## src/core/gpv_pkg.sv

```systemverilog
// Package: register map, field layouts and state type of the I/O port block
package gpv_pkg;

  localparam int GPV_PORTS = 3;
  localparam int GPV_PIN_W = 48;
  localparam int GPV_DW = 16;
  localparam int GPV_AW = 16;

  // Word-port register offsets (byte addresses, even = low byte port)
  localparam logic [15:0] GPV_PA_IN = 16'h0010;
  localparam logic [15:0] GPV_PA_OUT = 16'h0012;
  localparam logic [15:0] GPV_PA_DIR = 16'h0014;
  localparam logic [15:0] GPV_PA_SEL0 = 16'h001A;
  localparam logic [15:0] GPV_PA_SEL1 = 16'h001C;
  localparam logic [15:0] GPV_PA_IES = 16'h0028;
  localparam logic [15:0] GPV_PA_IE = 16'h002A;
  localparam logic [15:0] GPV_PA_IFG = 16'h002C;
  localparam logic [15:0] GPV_PB_IN = 16'h0030;
  localparam logic [15:0] GPV_PB_OUT = 16'h0032;
  localparam logic [15:0] GPV_PB_DIR = 16'h0034;
  localparam logic [15:0] GPV_PB_SEL0 = 16'h003A;
  localparam logic [15:0] GPV_PB_SEL1 = 16'h003C;
  localparam logic [15:0] GPV_PC_IN = 16'h0040;
  localparam logic [15:0] GPV_PC_OUT = 16'h0042;
  localparam logic [15:0] GPV_PC_DIR = 16'h0044;
  localparam logic [15:0] GPV_PC_SEL0 = 16'h004A;
  localparam logic [15:0] GPV_PC_SEL1 = 16'h004C;
  localparam logic [15:0] GPV_P1_VEC = 16'h001E;
  localparam logic [15:0] GPV_P2_VEC = 16'h002E;
  localparam logic [15:0] GPV_IRQ_STS = 16'h0050;
  localparam logic [15:0] GPV_IRQ_CLR = 16'h0052;
  localparam logic [15:0] GPV_IRQ_EN = 16'h0054;

  localparam logic [2:0][15:0] GPV_IN_OFS = {GPV_PC_IN, GPV_PB_IN, GPV_PA_IN};
  localparam logic [2:0][15:0] GPV_OUT_OFS =
    {GPV_PC_OUT, GPV_PB_OUT, GPV_PA_OUT};
  localparam logic [2:0][15:0] GPV_DIR_OFS =
    {GPV_PC_DIR, GPV_PB_DIR, GPV_PA_DIR};
  localparam logic [2:0][15:0] GPV_SEL0_OFS =
    {GPV_PC_SEL0, GPV_PB_SEL0, GPV_PA_SEL0};
  localparam logic [2:0][15:0] GPV_SEL1_OFS =
    {GPV_PC_SEL1, GPV_PB_SEL1, GPV_PA_SEL1};

  // Reset values and lane masks
  localparam logic [15:0] GPV_RST_WORD = 16'h0000;
  localparam logic [15:0] GPV_VEC_NONE = 16'h0000;
  localparam logic [15:0] GPV_MASK_LO = 16'h00FF;
  localparam logic [15:0] GPV_MASK_HI = 16'hFF00;
  localparam logic [15:0] GPV_MASK_ALL = 16'hFFFF;

  typedef struct packed {
    logic primed;
    logic [2:0][15:0] pin_in;
    logic [15:0] prev_a;
    logic [2:0][15:0] out;
    logic [2:0][15:0] dir;
    logic [2:0][15:0] sel0;
    logic [2:0][15:0] sel1;
    logic [15:0] ies;
    logic [15:0] ie;
    logic [15:0] ifg;
    logic [1:0] irq_sts;
    logic [1:0] irq_en;
    logic irq;
    logic [15:0] rdata;
  } gpv_state_type;

endpackage

```

## src/core/gpv_top.sv

```systemverilog
// Digital I/O port registers with pin-interrupt flags and vector registers
//
// Contract
// - Vector reads zero when no flag pending.
// - Flag n reported as vector code 2n+2.
// - Lowest-numbered pending pin wins the vector.
// - Vector only bits 4..1 nonzero, read-only.
// - Vector, dir, selects, enable, flags reset zero.
// - Word registers reachable as word or bytes.
// - Input registers read-only, writes ignored.
// - Low byte even port, high byte odd.
// - Edge select 0 rising, 1 falling.
// - Enable bit one passes pin interrupt request.
// - Flag one means pending, zero none.
//
// Design decision made here: the strobed register port.
`timescale 1ns/1ps
`default_nettype none
module gpv_top (
  input wire logic mclk_i,
  input wire logic rst_b_i,
  input wire logic [gpv_pkg::GPV_AW-1:0] bus_addr_i,
  input wire logic [gpv_pkg::GPV_DW-1:0] bus_wdata_i,
  input wire logic bus_wr_i,
  input wire logic bus_rd_i,
  input wire logic bus_byte_i,
  output logic [gpv_pkg::GPV_DW-1:0] bus_rdata_o,
  input wire logic [gpv_pkg::GPV_PIN_W-1:0] pin_in_i,
  output logic [gpv_pkg::GPV_PIN_W-1:0] pin_out_o,
  output logic [gpv_pkg::GPV_PIN_W-1:0] pin_dir_o,
  output logic [gpv_pkg::GPV_PIN_W-1:0] pin_sel0_o,
  output logic [gpv_pkg::GPV_PIN_W-1:0] pin_sel1_o,
  output logic irq_o
);
  import gpv_pkg::*;

  logic rst_meta_reg;
  logic rst_sync_b_reg;
  gpv_state_type st_reg;
  gpv_state_type st_next;
  logic [15:0] wmask;
  logic [15:0] wdat;
  logic [15:0] rise;
  logic [15:0] fall;
  logic [15:0] edge_set;
  logic [15:0] flag_wr;
  logic [15:0] vec_clr;
  logic [15:0] rword;
  logic [15:0] code1;
  logic [15:0] code2;
  logic [7:0] pick1;
  logic [7:0] pick2;
  logic [1:0] evt;
  logic clr_lane_ok;

  function automatic logic hit(input logic [15:0] a, input logic [15:0] ofs);
    return a[15:1] == ofs[15:1];
  endfunction

  function automatic logic [15:0] merge(input logic [15:0] old,
                                        input logic [15:0] m,
                                        input logic [15:0] d);
    return (old & ~m) | (d & m);
  endfunction

  // Reset release through two flops
  always_ff @(posedge mclk_i or negedge rst_b_i) begin
    if (!rst_b_i) begin
      rst_meta_reg <= 1'b0;
      rst_sync_b_reg <= 1'b0;
    end else begin
      rst_meta_reg <= 1'b1;
      rst_sync_b_reg <= rst_meta_reg;
    end
  end

  // One instance per byte port with interrupt capability
  gpv_vector #(.WIDTH(8)) u_vec1 (
    .flags_i(st_reg.ifg[7:0]),
    .code_o(code1),
    .pick_o(pick1)
  );

  gpv_vector #(.WIDTH(8)) u_vec2 (
    .flags_i(st_reg.ifg[15:8]),
    .code_o(code2),
    .pick_o(pick2)
  );

  // Byte access: odd address is the high lane, data rides in the low byte
  always_comb begin
    if (bus_byte_i) begin
      wmask = bus_addr_i[0] ? GPV_MASK_HI : GPV_MASK_LO;
      wdat = {bus_wdata_i[7:0], bus_wdata_i[7:0]};
    end else begin
      wmask = GPV_MASK_ALL;
      wdat = bus_wdata_i;
    end
  end

  // Pin edges on the sampled port A inputs
  always_comb begin
    rise = st_reg.pin_in[0] & ~st_reg.prev_a;
    fall = ~st_reg.pin_in[0] & st_reg.prev_a;
    edge_set = st_reg.primed ?
      ((st_reg.ies & fall) | (~st_reg.ies & rise)) : '0;
    evt[0] = |(edge_set[7:0] & st_reg.ie[7:0]);
    evt[1] = |(edge_set[15:8] & st_reg.ie[15:8]);
  end

  // Read mux, and the flag that a vector read retires
  always_comb begin
    rword = '0;
    vec_clr = '0;
    clr_lane_ok = !(bus_byte_i && bus_addr_i[0]);
    if (bus_rd_i) begin
      for (int p = 0; p < GPV_PORTS; p++) begin
        if (hit(bus_addr_i, GPV_IN_OFS[p])) rword = st_reg.pin_in[p];
        if (hit(bus_addr_i, GPV_OUT_OFS[p])) rword = st_reg.out[p];
        if (hit(bus_addr_i, GPV_DIR_OFS[p])) rword = st_reg.dir[p];
        if (hit(bus_addr_i, GPV_SEL0_OFS[p])) rword = st_reg.sel0[p];
        if (hit(bus_addr_i, GPV_SEL1_OFS[p])) rword = st_reg.sel1[p];
      end
      if (hit(bus_addr_i, GPV_PA_IES)) rword = st_reg.ies;
      if (hit(bus_addr_i, GPV_PA_IE)) rword = st_reg.ie;
      if (hit(bus_addr_i, GPV_PA_IFG)) rword = st_reg.ifg;
      if (hit(bus_addr_i, GPV_IRQ_STS)) rword = {14'h0000, st_reg.irq_sts};
      if (hit(bus_addr_i, GPV_IRQ_EN)) rword = {14'h0000, st_reg.irq_en};
      if (hit(bus_addr_i, GPV_P1_VEC)) begin
        rword = code1;
        if (clr_lane_ok) vec_clr[7:0] = pick1;
      end
      if (hit(bus_addr_i, GPV_P2_VEC)) begin
        rword = code2;
        if (clr_lane_ok) vec_clr[15:8] = pick2;
      end
    end
  end

  // Next-state logic
  always_comb begin
    st_next = st_reg;
    st_next.primed = 1'b1;
    st_next.pin_in = pin_in_i;
    // First sample after reset seeds both stages, so no false edge
    st_next.prev_a = st_reg.primed ? st_reg.pin_in[0] : pin_in_i[15:0];
    flag_wr = st_reg.ifg;
    if (bus_wr_i) begin
      // Input registers have no write path at all
      for (int p = 0; p < GPV_PORTS; p++) begin
        if (hit(bus_addr_i, GPV_OUT_OFS[p])) begin
          st_next.out[p] = merge(st_reg.out[p], wmask, wdat);
        end
        if (hit(bus_addr_i, GPV_DIR_OFS[p])) begin
          st_next.dir[p] = merge(st_reg.dir[p], wmask, wdat);
        end
        if (hit(bus_addr_i, GPV_SEL0_OFS[p])) begin
          st_next.sel0[p] = merge(st_reg.sel0[p], wmask, wdat);
        end
        if (hit(bus_addr_i, GPV_SEL1_OFS[p])) begin
          st_next.sel1[p] = merge(st_reg.sel1[p], wmask, wdat);
        end
      end
      if (hit(bus_addr_i, GPV_PA_IES)) begin
        st_next.ies = merge(st_reg.ies, wmask, wdat);
      end
      if (hit(bus_addr_i, GPV_PA_IE)) begin
        st_next.ie = merge(st_reg.ie, wmask, wdat);
      end
      if (hit(bus_addr_i, GPV_PA_IFG)) begin
        flag_wr = merge(st_reg.ifg, wmask, wdat);
      end
      if (hit(bus_addr_i, GPV_IRQ_EN) && !(bus_byte_i && bus_addr_i[0])) begin
        st_next.irq_en = wdat[1:0];
      end
    end
    // A new edge wins over a software or vector-read clear
    st_next.ifg = (flag_wr & ~vec_clr) | edge_set;
    if (bus_wr_i && hit(bus_addr_i, GPV_IRQ_CLR) &&
        !(bus_byte_i && bus_addr_i[0])) begin
      st_next.irq_sts = (st_reg.irq_sts & ~wdat[1:0]) | evt;
    end else begin
      st_next.irq_sts = st_reg.irq_sts | evt;
    end
    st_next.irq = |(st_next.irq_sts & st_next.irq_en);
    if (bus_byte_i) begin
      st_next.rdata = {8'h00, bus_addr_i[0] ? rword[15:8] : rword[7:0]};
    end else begin
      st_next.rdata = rword;
    end
  end

  always_ff @(posedge mclk_i or negedge rst_sync_b_reg) begin
    if (!rst_sync_b_reg) begin
      st_reg <= '0;
    end else begin
      st_reg <= st_next;
    end
  end

  assign bus_rdata_o = st_reg.rdata;
  assign pin_out_o = st_reg.out;
  assign pin_dir_o = st_reg.dir;
  assign pin_sel0_o = st_reg.sel0;
  assign pin_sel1_o = st_reg.sel1;
  assign irq_o = st_reg.irq;

  // Checks
  logic rd_v1;
  logic wr_lo_cln;
  logic rd_v2;
  logic rd_hi1;
  assign rd_v1 = bus_rd_i && !bus_byte_i && hit(bus_addr_i, GPV_P1_VEC);
  assign wr_lo_cln = !bus_wr_i && edge_set == '0;
  assign rd_v2 = bus_rd_i && !bus_byte_i && hit(bus_addr_i, GPV_P2_VEC);
  assign rd_hi1 = bus_rd_i && bus_byte_i &&
    bus_addr_i == (GPV_P1_VEC | 16'h0001);
endmodule
`default_nettype wire

```

## src/core/gpv_vector.sv

```systemverilog
// Priority encoder turning one byte port's pin flags into its vector code
`timescale 1ns/1ps
`default_nettype none
module gpv_vector #(
  parameter int WIDTH = 8
) (
  input wire logic [WIDTH-1:0] flags_i,
  output logic [gpv_pkg::GPV_DW-1:0] code_o,
  output logic [WIDTH-1:0] pick_o
);
  import gpv_pkg::*;

  // Scan from the top down so the lowest pending pin is the one left
  always_comb begin
    code_o = GPV_VEC_NONE;
    pick_o = '0;
    for (int n = WIDTH - 1; n >= 0; n--) begin
      if (flags_i[n]) begin
        code_o = 16'((n + 1) * 2);
        pick_o = '0;
        pick_o[n] = 1'b1;
      end
    end
  end

endmodule
`default_nettype wire

```

## config.mk

```make
export PLATFORM = sky130hd
export DESIGN_NAME = gpv_top
export DESIGN_NICKNAME = d
export VERILOG_FILES = /design/src/core/gpv_pkg.sv /design/src/core/gpv_top.sv /design/src/core/gpv_vector.sv
export SDC_FILE = /design/constraint.sdc
export NUM_CORES = 1
export LEC_CHECK = 0
export BUFFER_PORTS_ARGS = -buffer_cell sky130_fd_sc_hd__clkbuf_2
export CAP_MARGIN = 20
export CORE_MARGIN = 10
export CORE_UTILIZATION = 60
export DETAILED_ROUTE_END_ITERATION = 8
export GPL_ROUTABILITY_DRIVEN = 0
export GPL_TIMING_DRIVEN = 0
export PLACE_DENSITY_LB_ADDON = 0.05
export REMOVE_ABC_BUFFERS = 1
export SKIP_CTS_REPAIR_TIMING = 1
export SLEW_MARGIN = 40
export SYNTH_ARGS = -nofsm -noshare
export SYNTH_HDL_FRONTEND = slang
export SYNTH_SLANG_ARGS = --single-unit
```

## constraint.sdc

```tcl
create_clock -name mclk_i -period 25.2 [get_ports mclk_i]
set_input_delay 5.04 -clock mclk_i [delete_from_list [all_inputs] [get_ports mclk_i]]
set_output_delay 5.04 -clock mclk_i [all_outputs]
set_load 0.05 [all_outputs]
```

==> results by group <==
Die
  • Cell Rows: 61
  • Top-Level Pins: 294
  • Die Area: 35,100 um2
  • Initial Util: 60.6%
  • Core area: 27,700 um2
  • Die X: 187 um
  • Die H: 187 um

Clock network
  • CTS tree: built
  • CTS buffer count: 36
  • Clock Sinks: 328
  • Max clock buf depth: 3
  • Worst-Skew Late Latency: 0.52 ns
  • Reg clk slew, reported paths: 0.06 ns
  • Clock tree root driver cell: clkbuf_16
  • H-tree depth: 2

Logic synthesis
  • Mux cell area share after synthesis: 9.65%
  • Area leader, netlist: dfrtp_1
  • Synthesized area: 16,800 um2
  • Synth top area share: 48.9%
  • Ys flop type: dfrtp_1
  • Post-synthesis adder-cell area fraction: 0%
  • Number of distinct library cells after synthesis: 78
  • Async set-reset flop share out of synthesis: 100%
  • Post-synth EDFFs: 0
  • Synth area leaders: dfrtp_1 49%, buf_4 9.4%, mux2_2 8.5%
  • Post-Syn Area per Cell: 10.1 um2
  • Cell count after synthesis: 1,654
  • Post-synthesis simple-gate area fraction: 13.5%
  • Largest family of logic cells by synthesized area: compound AO/OA/AOI/OAI gates
  • Compound-Gate Fraction of Synth Area: 15.9%
  • Synth Warn #: 0
  • Register area share after synthesis: 48.9%
  • Post-Synth XOR/XNOR Area: 0%
  • Flops & latches, synth: 328
  • Commonest cells post-synth: 328 x dfrtp_1, 211 x buf_4, 198 x nand2_1, 183 x o21ai_0, 126 x mux2_2
  • Cell with the most instances after synthesis: dfrtp_1

Setup path
  • CP bufs+invs: 1
  • WP data arrival: 8.96 ns
  • Critical path endpoint category: register
  • Crit Path Class: input pin to register
  • Crit-path max FO: 30
  • Cells along the critical path: clkbuf_2 -> nand2b_1 -> nor2_4 -> a222oi_1 -> a21oi_1 -> nor3_2 -> nor4_1 -> nor2_1 -> o41ai_2 -> a22o_1
  • Top delay family on crit path: simple AND/OR/NAND/NOR gates
  • Startpoint types: input pin
  • Crit-path slowest cell: nor2_4
  • Max incr delay on CP: 0.66 ns
  • Req. time, crit path: 25.64 ns

Drt
  • Drt drc: 0
  • Router iterations before antenna repair: 7
  • Via count: 13.7k
  • Post-DR wirelength/cell: 27.5 um
  • Initial DRC Count: 1,800
  • DR vias/cell: 6.49
  • Routed wire length: 58,200 um
  • Antenna viol nets, final: 0

Placed design
  • Hpwl dp: 42,400 um
  • Buffers added on ports: 293
  • DP Area: 17,300 um2
  • Placed cell count: 2,047
  • Post-Place Setup Slack: 16.16 ns

STA
  • Final worst slack: 16.68 ns
  • Final setup fails: 0
  • Fin. Hold Viols: 0
  • Setup Skew: 0.0165 ns
  • Tcrit/Tclk final: 33.8%
  • Setup tns final: 0 ns
  • Slew HR: 40.0%
  • Hold slack: 0.263 ns
  • Slew Limit Fails: 0
  • Least-Margin Pin Slew: 0.893 ns
  • RSZ-0062 raised after global routing: false
  • Final min period: 8.52 ns
  • Max Freq: 0.117 GHz

Power and ir drop
  • PwrDens: 61.0 nW/um2
  • Final Power: 1.13 mW
  • Leakage: 8.68 nW
  • Worst VDD drop: 51.2 uV

Finish
  • Non-Filler Instances: 2,112
  • Nets: 1,794
  • Layout cells sized above 1: 32.1%
  • Area Growth Syn to Fin: 10.2%
  • Fin area: 18,500 um2
  • Core Util, Final: 66.7%

Worst hold path
  • Worst min-delay path category: register to async pin

GRT
  • Total track usage: 32.3%
  • Largest net degree at the start of global routing: 44
  • Initial antenna violation count: 4
  • Vias in the first global route: 13.5k
  • First-pass GRT wire length: 86,900 um
  • GR Overflow Total: 0

Run status
  • Status: finished, final reports clean

Job
  • Max capacitance violation total: 0
-- area by class of cell --
type	instances	area [um2]
repair buffers	313	1750
flip-flops and latches	328	8220
well taps	378	473
fillers	2266	9220
diodes	2	5.00
inverters	18	67.6
multi-input cells	1012	6810
clock buffers	56	1090
clock inverters	5	75.1
-- power by group --
group / leakage (nW) / switching, mW / internal, mW
Clock: 0.572 / 0.210 / 0.315
Sequential: 4.32 / 0.00737 / 0.533
Combinational: 3.79 / 0.0436 / 0.0187
-- path summary, 6_finish.rpt --
| check | startpoint | end | slack, ns | cells after the start |
|---|---|---|---|---|
| hold / removal | rst_sync_b_reg$_DFF_PN0_ | async pin | 0.26 | 0 |
| hold reg to reg | rst_sync_b_reg$_DFF_PN0_ | async pin | 0.26 | 0 |
| setup / recovery | bus_addr_i[1] | bus_rdata_o[3]$_DFF_PN0_ | 16.68 | 10 |
| min in group mclk_i | rst_meta_reg$_DFF_PN0_ | rst_sync_b_reg$_DFF_PN0_ | 0.35 | 0 |
| max in group asynchronous | rst_b_i | rst_sync_b_reg$_DFF_PN0_ | 20.79 | 1 |
| setup reg to reg | st_reg[281]$_DFF_PN0_ | bus_rdata_o[4]$_DFF_PN0_ | 22.61 | 9 |
-- per-layer routing --
metal	routed length, um	up-vias	GRT usage (%)
met5	21	-	0
met4	2880	4	13.7
met3	6650	207	8.95
met2	26200	944	49.4
met1	22400	6673	42.3
li1	-	5872	-
-- cells in the final DEF (no fill, tap or decap), types with 10 or more instances in the layout --
cell type | synthesis | layout
a211oi_1 | 13 | 12
a21oi_1 | 46 | 46
a221oi_1 | 20 | 20
a22o_1 | 10 | 10
a22oi_1 | 29 | 29
and3_1 | 12 | 12
clkbuf_1 | 58 | 10
clkbuf_16 | 0 | 37
clkbuf_2 | 0 | 293
dfrtp_1 | 328 | 326
inv_1 | 18 | 18
mux2_2 | 126 | 126
mux2i_1 | 20 | 12
nand2_1 | 198 | 198
nand3_1 | 27 | 26
nand4_1 | 15 | 15
nor2_1 | 75 | 64
nor2_2 | 5 | 10
nor3_1 | 18 | 17
nor3b_1 | 12 | 12
nor4_1 | 11 | 11
o211ai_1 | 10 | 10
o21ai_0 | 183 | 183
o21ai_1 | 10 | 10
o221ai_1 | 11 | 11
o22ai_1 | 19 | 19
-- worst register-to-register path: cells and delay by family, from the launching register on --
family,cells,cell delay [ns]
simple gates,1,0.11
compound gates,7,1.77
flops,1,0.47
mux,1,0.11
-- kinds of logic (layout without fill, tap and decap cells) --
| family | count (synthesis) | count (layout) |
|---|---|---|
| flops | 328 | 328 |
| compound gates | 418 | 418 |
| simple gates | 446 | 446 |
| buf+inv | 315 | 392 |
| other cells | 1 | 4 |
| mux | 146 | 146 |
Power figures use the tool's default switching activity.
